[src/smc_pkg.sv]
// Constants and types shared by the operating mode controller files.
// Assumes a single 250 MHz clock and a synchronous active-high reset.
`default_nettype none
package smc_pkg;
	typedef enum logic [2:0] {
		SMC_OFF, SMC_STANDBY, SMC_NORMAL, SMC_SLEEP,
		SMC_OVERLOAD, SMC_RESET, SMC_FSP, SMC_FNORMAL
	} smc_mode_t;

	localparam logic [2:0] MODE_SEL_SLEEP = 3'h1;
	localparam logic [2:0] MODE_SEL_STANDBY = 3'h4;
	localparam logic [2:0] MODE_SEL_NORMAL = 3'h7;
	localparam logic [4:0] CAUSE_ILLEGAL_SLEEP = 5'h14;
	localparam logic [4:0] CAUSE_NONE = 5'h00;
	localparam logic [4:0] CAUSE_EXT_RESET = 5'h01;
	localparam logic [4:0] CAUSE_POWER_ON = 5'h02;
	localparam logic [1:0] RESET_COUNT_LIMIT = 2'h3;

	localparam logic [6:0] OFS_MAIN_STATE = 7'h03;
	localparam logic [6:0] OFS_WDOG_STATE = 7'h05;
	localparam logic [6:0] OFS_NV_CFG_A = 7'h70;
	localparam logic [6:0] OFS_NV_CFG_B = 7'h75;
	localparam logic [6:0] OFS_ID_A = 7'h7e;
	localparam logic [6:0] OFS_ID_B = 7'h7f;

	localparam int CLK_MHZ = 250;
	localparam int ACT_DELAY_NS = 100;
	localparam int ACT_DELAY_CYC = (ACT_DELAY_NS * CLK_MHZ + 999) / 1000;
	localparam int RST_HOLD_NS = 20000;
	localparam int RST_HOLD_CYC = (RST_HOLD_NS * CLK_MHZ + 999) / 1000;
	localparam int OV_DET_NS = 1000;
	localparam int OV_DET_CYC = (OV_DET_NS * CLK_MHZ + 999) / 1000;
endpackage
`default_nettype wire

[src/smc_delay.sv]
// Counts a run of cycles while its start level stays high, then flags done.
// Assumes start comes from logic on the same clock.
`default_nettype none
module smc_delay #(
	parameter int CYCLES = 4
) (
	input wire logic mclk, // Clock.
	input wire logic rst, // Synchronous reset.
	input wire logic run, // Count while high, clear when low.
	output logic done // High once the count has elapsed.
);
	logic [15:0] cnt_reg;
	wire logic at_end = (cnt_reg >= 16'(CYCLES));

	always_ff @(posedge mclk) begin
		if (rst || !run)
			cnt_reg <= 16'h0000;
		else if (!at_end)
			cnt_reg <= cnt_reg + 16'h0001;
	end
	assign done = run && at_end;
endmodule
`default_nettype wire

[src/smc_reg_guard.sv]
// Decides which register accesses the serial port may perform per mode.
// Assumes the serial front end presents a decoded register index.
`default_nettype none
module smc_reg_guard
	import smc_pkg::*;
(
	input wire smc_pkg::smc_mode_t mode, // Current operating mode.
	input wire logic [6:0] addr, // Register index of the access.
	input wire logic factory_preset, // Non-volatile area still untouched.
	output logic rd_ok, // Read is permitted.
	output logic nv_wr_ok // Non-volatile write is permitted.
);
	function automatic logic is_limited(input logic [6:0] a);
		return a == OFS_MAIN_STATE || a == OFS_WDOG_STATE || a == OFS_ID_A
			|| a == OFS_ID_B || a == OFS_NV_CFG_A || a == OFS_NV_CFG_B;
	endfunction

	wire logic spi_live = (mode == SMC_STANDBY) || (mode == SMC_NORMAL);
	wire logic is_nv = (addr == OFS_NV_CFG_A) || (addr == OFS_NV_CFG_B);
	assign rd_ok = spi_live || (mode == SMC_FNORMAL && is_limited(addr));
	assign nv_wr_ok = is_nv && factory_preset && (spi_live || mode == SMC_FNORMAL);
endmodule
`default_nettype wire

[src/smc_core.sv]
// Operating mode state machine of the supply controller.
// Assumes detector flags and the reset pin are asynchronous; commands are synchronous.
// Behaviour
// - Start in Off; on power-on detection run a system reset, then Standby.
// - Fall to Off from any mode when supplies drop below power-off.
// - In Off all regulators are off and buses are high impedance.
// - Overload, Sleep wake, Normal reset pass through Reset only when count below three.
// - Normal goes to Standby on mode select value 100.
// - Standby goes to Normal on mode select value 111.
// - Value 001 enters Sleep only with nothing pending and a wake source enabled.
// - A refused sleep command triggers a system reset with cause 10100.
// - With sleep disabled, sleep commands are ignored entirely.
// - Counter overflow in Reset goes to preparation, clears count, then Sleep or Reset.
// - Preparation restores defaults, clears interrupts, enables sources, sets limp home.
// - Sleep is left to Reset only on a regular or diagnostic wake-up.
// - Overtemperature or lasting overvoltage forces Overload from any mode but Off.
// - Overload turns off supplies, holds reset low, sets limp home, floats buses.
// - Overload ends when cool and not overvoltage, or at power-off; reset follows.
// - Reset holds the reset pin low, then moves to Standby once released.
// - In Normal, transceivers, battery monitor and low-side drivers start after an activation delay.
// - Forced Normal powers transceivers and supplies, disables I/Os and watchdog.
// - Forced Normal limits reads to a few registers; reprogramming only when factory fresh.
// - Forced Normal follows power-on when selected; external resets are then ignored.
// - Forced Normal ends on reprogramming, Overload or Off, with a system reset.
// - Standby or Normal enter Overload on overvoltage or overtemperature.
`default_nettype none
module smc_core
	import smc_pkg::*;
(
	input wire logic mclk, // 250 MHz clock.
	input wire logic rst, // Synchronous reset, power-on.
	input wire logic pon_det, // Battery above power-on threshold.
	input wire logic poff_det, // Battery and converter below power-off threshold.
	input wire logic otp_act, // Temperature above activation threshold.
	input wire logic otp_rel, // Temperature below release threshold.
	input wire logic bat_ov, // Battery above overvoltage threshold.
	input wire logic mode_wr, // Pulse: mode select field written.
	input wire logic [2:0] mode_select_field, // Requested mode value.
	input wire logic reset_event, // Pulse: external reset source fired.
	input wire logic reset_pin_n_in, // Level seen on the reset pin.
	input wire logic wake_event, // Pulse: regular or diagnostic wake-up.
	input wire logic irq_pending, // Interrupt or wake-up still pending.
	input wire logic wake_src_en, // At least one regular wake source enabled.
	input wire logic sleep_disable_bit, // Non-volatile sleep disable.
	input wire logic forced_normal_bit, // Non-volatile forced normal select.
	input wire logic nv_programmed, // Pulse: non-volatile area written.
	input wire logic factory_preset, // Non-volatile area in factory state.
	input wire logic [6:0] reg_addr, // Register index of a serial access.
	output logic reg_rd_ok, // Serial read permitted.
	output logic reg_nv_wr_ok, // Non-volatile write permitted.
	output logic reset_pin_n_out, // Reset pin drive value, low only.
	output logic reset_pin_n_oe, // Reset pin driven.
	output logic limp_home_bit, // Limp home active.
	output logic [1:0] reset_count_field, // Reset counter.
	output logic [4:0] reset_cause_field, // Last reset cause.
	output logic mcu_supply_regulator, // Microcontroller regulator enable.
	output logic aux_regulator, // Auxiliary regulator enable.
	output logic switching_converter, // Converter enable.
	output logic bus_enable, // Transceivers out of high impedance.
	output logic bus_active, // Transceivers and battery monitor active.
	output logic high_voltage_io_enable, // High-voltage I/O enabled.
	output logic high_voltage_io_ls_enable, // High-voltage I/O low-side drivers enabled.
	output logic high_voltage_io_failsafe, // High-voltage I/O in fail-safe.
	output logic watchdog_enable, // Watchdog enabled.
	output logic spi_enable, // Serial port accepts accesses.
	output logic defaults_load, // Pulse: restore control defaults.
	output logic irq_clear_all, // Pulse: clear all pending interrupts.
	output logic irq_enable_all, // Pulse: enable all regular sources.
	output smc_pkg::smc_mode_t mode // Current operating mode.
);
	// Two-stage synchronisers for the asynchronous detector and pin levels.
	logic [5:0] sync1_reg, sync2_reg;
	always_ff @(posedge mclk) begin
		sync1_reg <= {pon_det, poff_det, otp_act, otp_rel, bat_ov, reset_pin_n_in};
		sync2_reg <= sync1_reg;
	end
	wire logic pon_s = sync2_reg[5];
	wire logic poff_s = sync2_reg[4];
	wire logic otp_act_s = sync2_reg[3];
	wire logic otp_rel_s = sync2_reg[2];
	wire logic ov_s = sync2_reg[1];
	wire logic pin_high_s = sync2_reg[0];

	smc_mode_t mode_reg, mode_next;
	logic fn_lock_reg, fn_lock_next; // Forced normal selected at power-on.
	logic [1:0] cnt_reg, cnt_next;
	logic [4:0] cause_reg, cause_next;
	logic lhc_reg, lhc_next;
	logic fsp_pulse_reg;

	// Overvoltage only counts once it has persisted the detection time.
	wire logic ov_long;
	smc_delay #(.CYCLES(OV_DET_CYC)) u_ov (
		.mclk(mclk),
		.rst(rst),
		.run(ov_s),
		.done(ov_long)
	);

	// Reset pin is held low for a minimum period on each Reset entry.
	wire logic rst_hold_done;
	smc_delay #(.CYCLES(RST_HOLD_CYC)) u_hold (
		.mclk(mclk),
		.rst(rst),
		.run(mode_reg == SMC_RESET),
		.done(rst_hold_done)
	);

	// Delayed activation of the Normal mode functions.
	wire logic act_done;
	smc_delay #(.CYCLES(ACT_DELAY_CYC)) u_act (
		.mclk(mclk),
		.rst(rst),
		.run(mode_reg == SMC_NORMAL),
		.done(act_done)
	);

	smc_reg_guard u_guard (
		.mode(mode_reg),
		.addr(reg_addr),
		.factory_preset(factory_preset),
		.rd_ok(reg_rd_ok),
		.nv_wr_ok(reg_nv_wr_ok)
	);

	wire logic cmd_sleep = mode_wr && mode_select_field == MODE_SEL_SLEEP
		&& !sleep_disable_bit;
	wire logic sleep_ok = !irq_pending && wake_src_en;
	wire logic cmd_normal = mode_wr && mode_select_field == MODE_SEL_NORMAL;
	wire logic cmd_standby = mode_wr && mode_select_field == MODE_SEL_STANDBY;
	wire logic overload_trip = otp_act_s || ov_long;
	wire logic overload_clear = otp_rel_s && !ov_s;
	wire logic cnt_ovf = (cnt_reg >= RESET_COUNT_LIMIT);
	wire logic rst_ev_live = reset_event && !fn_lock_reg;

	// Entering Reset from Standby, Normal, Sleep or Overload bumps the counter; an overflow is handled inside Reset.
	always_comb begin
		mode_next = mode_reg;
		cnt_next = cnt_reg;
		cause_next = cause_reg;
		lhc_next = lhc_reg;
		fn_lock_next = fn_lock_reg;
		if (mode_reg != SMC_OFF && poff_s) begin
			mode_next = SMC_OFF;
			fn_lock_next = 1'b0;
		end else if (mode_reg != SMC_OFF && mode_reg != SMC_OVERLOAD && overload_trip) begin
			mode_next = SMC_OVERLOAD;
			fn_lock_next = 1'b0;
		end else begin
			case (mode_reg)
				SMC_OFF: begin
					if (pon_s) begin
						cause_next = CAUSE_POWER_ON;
						if (forced_normal_bit) begin
							mode_next = SMC_FNORMAL;
							fn_lock_next = 1'b1;
						end else begin
							mode_next = SMC_RESET;
						end
					end
				end
				SMC_STANDBY, SMC_NORMAL: begin
					if (rst_ev_live) begin
						mode_next = SMC_RESET;
						cause_next = CAUSE_EXT_RESET;
						cnt_next = cnt_reg + 2'h1;
					end else if (cmd_sleep && sleep_ok) begin
						mode_next = SMC_SLEEP;
					end else if (cmd_sleep) begin
						mode_next = SMC_RESET;
						cause_next = CAUSE_ILLEGAL_SLEEP;
						cnt_next = cnt_reg + 2'h1;
					end else if (cmd_normal && mode_reg == SMC_STANDBY) begin
						mode_next = SMC_NORMAL;
					end else if (cmd_standby && mode_reg == SMC_NORMAL) begin
						mode_next = SMC_STANDBY;
					end // Other values fall through as no-ops.
				end
				SMC_SLEEP: begin
					if (wake_event) begin
						mode_next = SMC_RESET;
						cnt_next = cnt_reg + 2'h1;
					end
				end
				SMC_OVERLOAD: begin
					if (overload_clear) begin
						mode_next = SMC_RESET;
						cnt_next = cnt_reg + 2'h1;
					end
				end
				SMC_RESET: begin
					if (cnt_ovf) begin
						mode_next = SMC_FSP;
						cnt_next = 2'h0;
					end else if (rst_hold_done && pin_high_s) begin
						mode_next = SMC_STANDBY;
					end
				end
				SMC_FSP: begin
					lhc_next = 1'b1;
					mode_next = sleep_disable_bit ? SMC_RESET : SMC_SLEEP;
				end
				SMC_FNORMAL: begin
					if (nv_programmed) begin
						mode_next = SMC_RESET;
						fn_lock_next = 1'b0;
					end
				end
				default: mode_next = SMC_OFF;
			endcase
		end
		// Limp home is raised on the entry edge, so the pin is already low throughout FORCED_SLEEP_PREPARATION.
		if (mode_next == SMC_OVERLOAD || mode_next == SMC_FSP)
			lhc_next = 1'b1;
	end

	always_ff @(posedge mclk) begin
		if (rst) begin
			mode_reg <= SMC_OFF;
			cnt_reg <= 2'h0;
			cause_reg <= CAUSE_NONE;
			lhc_reg <= 1'b0;
			fn_lock_reg <= 1'b0;
			fsp_pulse_reg <= 1'b0;
		end else begin
			mode_reg <= mode_next;
			cnt_reg <= cnt_next;
			cause_reg <= cause_next;
			lhc_reg <= lhc_next;
			fn_lock_reg <= fn_lock_next;
			fsp_pulse_reg <= (mode_next == SMC_FSP) && (mode_reg != SMC_FSP);
		end
	end

	// Per-mode enables; Off and Overload keep every enable low, and Overload raises the fail-safe.
	wire logic m_on = mode_reg != SMC_OFF && mode_reg != SMC_OVERLOAD;
	wire logic m_fn = mode_reg == SMC_FNORMAL;
	assign mcu_supply_regulator = m_on && mode_reg != SMC_SLEEP;
	assign aux_regulator = m_on;
	assign switching_converter = m_on;
	assign bus_enable = m_on;
	assign bus_active = m_fn || act_done;
	assign high_voltage_io_enable = m_on && !m_fn;
	assign high_voltage_io_ls_enable = act_done;
	assign high_voltage_io_failsafe = mode_reg == SMC_OVERLOAD;
	assign watchdog_enable = m_on && !m_fn;
	assign spi_enable = mode_reg == SMC_STANDBY || mode_reg == SMC_NORMAL || m_fn;
	// The pin is open-drain: it is only ever pulled low.
	assign reset_pin_n_out = 1'b0;
	assign reset_pin_n_oe = !(mode_reg == SMC_STANDBY || mode_reg == SMC_NORMAL
		|| m_fn || (mode_reg == SMC_RESET && rst_hold_done));
	assign limp_home_bit = lhc_reg;
	assign reset_count_field = cnt_reg;
	assign reset_cause_field = cause_reg;
	assign defaults_load = fsp_pulse_reg;
	assign irq_clear_all = fsp_pulse_reg;
	assign irq_enable_all = fsp_pulse_reg;
	assign mode = mode_reg;
endmodule
`default_nettype wire

[config.mk]
export PLATFORM = sky130hd
export DESIGN_NAME = smc_core
export DESIGN_NICKNAME = d
export VERILOG_FILES = /design/src/smc_pkg.sv /design/src/smc_delay.sv /design/src/smc_reg_guard.sv /design/src/smc_core.sv
export SDC_FILE = /design/constraint.sdc
export NUM_CORES = 1
export LEC_CHECK = 0
export ABC_AREA = 1
export CORE_MARGIN = 5
export CORE_UTILIZATION = 57
export CTS_CLUSTER_DIAMETER = 60
export DETAILED_ROUTE_END_ITERATION = 8
export DONT_BUFFER_PORTS = 1
export HOLD_SLACK_MARGIN = 0.15
export PLACE_DENSITY = 0.85
export SYNTH_ARGS = -nofsm -noshare
export SYNTH_HDL_FRONTEND = slang
export SYNTH_SLANG_ARGS = --single-unit
[constraint.sdc]
create_clock -name mclk -period 1.8 [get_ports mclk]
set_clock_uncertainty 0.2 [all_clocks]
set_input_delay 0.27 -clock mclk [delete_from_list [all_inputs] [get_ports mclk]]
set_output_delay 0.27 -clock mclk [all_outputs]
set_load 0.005 [all_outputs]
# == Word level (Yosys, flattened, before mapping) ==
# Cells that the tools add are included.
# classes
add_sub_neg,4
magnitude_cmp,4
eq_ne,31
muxes,36
bitwise_logic,2
reduce_logical,60
# ops
op,count
"16-bit by 1-bit adder with 16-bit output, second input constant",3
3-bit 2-to-1 mux,14
"7-bit equality test, second input constant",4
"3-bit equality test, second input constant",8
1-bit logical AND,24
3-bit one-hot mux with 7 select lines,1
5-bit 2-to-1 mux,4
"16-bit by 13-bit greater-or-equal comparator with 1-bit output, second input constant",1
"16-bit by 5-bit greater-or-equal comparator with 1-bit output, second input constant",1
"16-bit by 8-bit greater-or-equal comparator with 1-bit output, second input constant",1
1-bit logical OR,16
2-bit 2-to-1 mux,7
"3-bit inequality test, second input constant",4
"2-bit inequality test, second input constant",5
5-bit one-hot mux with 2 select lines,1
1-bit logical NOT,8
2-bit one-hot mux with 4 select lines,1
8-bit AND reduction,1
"7-bit by 2-bit equality test with 1-bit output, second input constant",1
"7-bit by 3-bit equality test with 1-bit output, second input constant",1
1-bit 2-to-1 mux,7
"3-bit by 1-bit equality test with 1-bit output, second input constant",2
"3-bit by 2-bit equality test with 1-bit output, second input constant",2
"2-bit by 1-bit inequality test with 1-bit output, second input constant",3
other kinds (14),17
# totals
regBits,73
inputBits,27

# == Depth between registers and ports, before layout ==
# depth
depth_word,15
depth_mapped,14
mapped_depth_nobuf,14

# == Cells and area by module ==
# Synthesis repeated with hierarchy kept, for this count alone.
# unflattened
cells_unflattened,533
area_unflattened_um2,3769.9
# modules_own_cells
mod,n_inst,cells_each,area_each_um2
smc_core,1,173,1233.7
smc_delay (u_hold),1,134,943.4
smc_delay (u_ov),1,106,774.5
smc_delay (u_act),1,89,686.9
smc_reg_guard,1,31,131.4

# == Least setup slack after synthesis ==
# No wires, ideal clock.
# synth_path
path_type,register to register
startpoint,register u_ov.cnt_reg[0]
endpoint,register u_ov.cnt_reg[6]
setup_time_ns,0.119
arrival_ns,1.392
slack_ns,0.088
path_stages_with_launch,13
n_path_buf,0
cell_sequence,dfxtp_1 > inv_1 > ha_1 > nor2_1 > nand2_1 > nand2_1 > nand2_1 > inv_2 > nand3_1 > nor2_1 > nand3_1 > o21ai_0 > a21oi_1
# synth_between
elab_chain_len,1
elab_cells_between_ends,2
cone_classes,add/sub (1); order compare (1)
# synth_lines
element,line,source
"start, declared",smc_delay.sv:12,logic [15:0] cnt_reg;
"start signal, assigned",smc_delay.sv:19,cnt_reg <= cnt_reg + 16'h0001;
16-bit by 1-bit adder with 16-bit output or 16-bit by 8-bit greater-or-equal comparator with 1-bit output (tied branches),"smc_delay.sv:19, smc_delay.sv:13",
# Parallel ways exist; a longest one is shown, timed or not.
# A chain may end at the register's enable or synchronous reset.

# == Worst setup path after layout ==
# layout_path
startpoint,register u_act.cnt_reg[0]
endpoint,output bus_active
# layout_between
elab_chain_len,3
# layout_lines
element,line,source
"start, declared",smc_delay.sv:12,
"start signal, assigned",smc_delay.sv:19,
16-bit by 5-bit greater-or-equal comparator with 1-bit output,smc_delay.sv:13,wire logic at_end = (cnt_reg >= 16'(CYCLES));
1-bit logical AND,smc_delay.sv:21,assign done = run && at_end;
1-bit logical OR,smc_core.sv:242,assign bus_active = m_fn || act_done;
"end, declared",smc_core.sv:60,"output logic bus_active,"
# Every way passes these cells.

==> impl_metrics.yaml <==
logic_synthesis:
  synth_top_area_frac: 0.428
  synth.avg_cell_area_um2: 7.46
  synth.most_common_cell: "nor2_1"
  ys_ff_latch: 71
  synth_largest_area_cell: "dfxtp_1"
  synth_edf_count: 0
  synth_flop_cell: "dfxtp_1"
  ys_types: 41
  netlist_area_um2: 3320
  synth_area_leaders: "dfxtp_1 43%, nor2_1 8.4%, inv_1 8.3%, nand2_1 7.5%, a21oi_1 3.9%"
  async_flop_share: 0
  synth-seq-area-share: 0.428
  synth.top_cells.by_count: "74 x nor2_1, 73 x inv_1, 71 x dfxtp_1"
  yosysWarnings: 0
  syn_inst: 445
timing:
  min_period_ns: 1.98
  worst_pin_slew_ns: 0.655
  finalCritPeriodShare: 1.10
  fmax_mhz: 504
  setup-tns-final_ns: -2.55
  hold_viol_final: 0
  finalWorstSetupSlack_ns: -0.183
  relSlewSlack: 0.563
  grt_setup_unrepaired: "yes"
  final_max_slew_viol_count: 0
  setup_viol: 30
  whs_ns: 0.155
placement:
  place_ws_ns: -0.0538
  dpl-instance-area_um2: 3480
  dpl.hpwl_um: 5390
  io_buffers: 0
  gp_congestion: 0.952
clocking:
  cts.path.max_buffers: 2
  htree_num_levels: 3
  cts_tree: "done"
  root_buffer: "clkbuf_8"
  path_clk_slew_ns: 0.09
  insertion_delay_ns: 0.37
  clock-sinks: 71
  cts_buffers: 9
pwr:
  intPower_w: 0.00346
  netSwitchingFraction: 0.423
  p_sw_w: 0.00254
  p_clk_frac: 0.214
  power_frac_comb: 0.476
  seqPwrFrac: 0.310
  ir_drop_mv: 1.28
  power.density_nw_per_um2: 1340
  p_leak_nw: 1.82
global_route:
  grt_max_degree: 16
  grt_use_total: 0.240
  grt_overflow: 0
  antenna_found_initial: 0
  grt_pass1_wl_um: 13900
  grt_pass1_vias: 2992
cells_and_area:
  syn2layout_area_growth_pct: 34.8
  drive_gt1_frac: 0.337
  final_nets: 543
  utilization: 0.802
  fin_area_um2: 4470
  diodes: 0
die:
  core_um2: 5570
  start_util: 0.595
  die_y_um: 86.3
  die_area_um2: 7450
  pin_count: 55
  num_rows: 27
  die-width_um: 86.3
route:
  ant_nets: 0
  wl_um: 11900
  firstDrtPassIters: 5
  wl_per_cell_um: 20.3
  drc: 0
  viasPerCell: 5.94
  vias: 3477
  first_iter_violations: 336
run_status:
  run_status: "finished with violations"
  violations: "setup timing"
worst_setup_path:
  cp.required_ns: 1.33
  criticalPathCategory: "reg -> out"
  start_kind: "flip-flop"
  crit_top_cell: "nand2_2"
  end_kind: "primary output"
  cp.arrival_ns: 1.51
  slowest_stage: "dfxtp_2"
  critical_path.cell_chain: "inv_2 -> ha_4 -> nand2_2 -> o211ai_1 -> nand4_1 -> nand2_2 -> nand2_2"
  slowest_delay_ns: 0.34
  cp_max_fo: 4
worst_hold_path:
  hold_path.class: "reg -> reg"
job:
  maxCapViolCount: 0
## area by class of cell
cell class	count	area [um^2]
clock buffers	10	128
clock inverters	6	61.3
fillers	291	1100
repair buffers	63	562
inverters	81	338
flip-flops and latches	71	1440
well taps	72	90.1
multi-input cells	282	1850
## cells by family after synthesis
kind of cell               count (synthesis)  synth area share
AOI/OAI and AO/OA                         51            0.0886
adders and majority gates                  8            0.0302
other                                      1           0.00113
buffers and inverters                     93             0.121
and+or+nand+nor                          219             0.325
xor gates and xnor gates                   2           0.00528
DFF                                       71             0.428
## per-layer routing
layer	global-route usage	vias to the layer above	wire, um
met5	0	-	0
met4	0.101	0	958
met3	0.0808	104	1040
met2	0.432	241	5960
met1	0.256	1607	3920
li1	-	1525	-
## what timing repair did
action / CTS / global route
resized for setup: 42 / 88
hold buffers: 17 / 1
buffers inserted: 15 / 10
endpoints found under the setup margin: 13 / 32
pin swaps: 18 / 36
hold endpoints to repair: 52 / 1
## per-stage QoR
stage	std cells	total power [W]
final	585	0.00600
after global routing	585	0.00620
after CTS	575	0.00504
after detailed placement	527	0.00347
after global placement	527	0.00343
after floorplan	446	0.00315
## power by group through the flow
stage	registers [W]	logic, W	clock network, W
2_1_floorplan	0.00182	0.00133	0
6_report	0.00186	0.00286	0.00128
3_3_place_gp	0.00185	0.00158	0
4_1_cts	0.00183	0.00197	0.00124
5_1_grt	0.00187	0.00299	0.00135
3_5_place_dp	0.00186	0.00161	0
## critical path: cells and delay by family (launching register included)
kind	cells	cell delay, ns
AO/OA/AOI/OAI	1	0.16
buffers and inverters	1	0.08
AND/OR/NAND/NOR	4	0.43
adder cells (fa/ha/maj)	1	0.13
flip-flops	1	0.34
## worst paths after layout
check | from | end | slack (ns) | cells past startpoint
worst max-delay path | u_act.cnt_reg[0]$_SDFFE_PP0P_ | bus_active | -0.18 | 7
worst min register to register | sync1_reg[5]$_DFF_P_ | sync2_reg[5]$_DFF_P_ | 0.16 | 0
worst min-delay path | sync1_reg[5]$_DFF_P_ | sync2_reg[5]$_DFF_P_ | 0.16 | 0
worst max register to register | mode[1]$_SDFF_PP0_ | reset_cause_field[2]$_SDFFE_PP0P_ | -0.17 | 11
## cells in the final DEF (no fill, tap or decap), types with 4 or more instances in the layout
cell / synthesis / final
inv_1: 73 / 65
nor2_1: 74 / 62
dfxtp_1: 71 / 62
nand2_1: 66 / 47
buf_4: 8 / 36
a21oi_1: 26 / 20
nor2_4: 7 / 19
nand3_1: 22 / 17
dlygate4sd3_1: 0 / 17
nand2_2: 5 / 16
nand2_4: 5 / 12
nand3_2: 5 / 9
clkbuf_8: 1 / 9
nand4_1: 8 / 8
nor3_1: 11 / 7
buf_6: 0 / 7
inv_2: 4 / 6
o21ai_0: 11 / 6
dfxtp_2: 0 / 6
inv_4: 2 / 5
nor3_2: 3 / 5
a21oi_2: 1 / 5
ha_1: 8 / 5
nor2_2: 4 / 4
(Power assumes the default switching activity.)
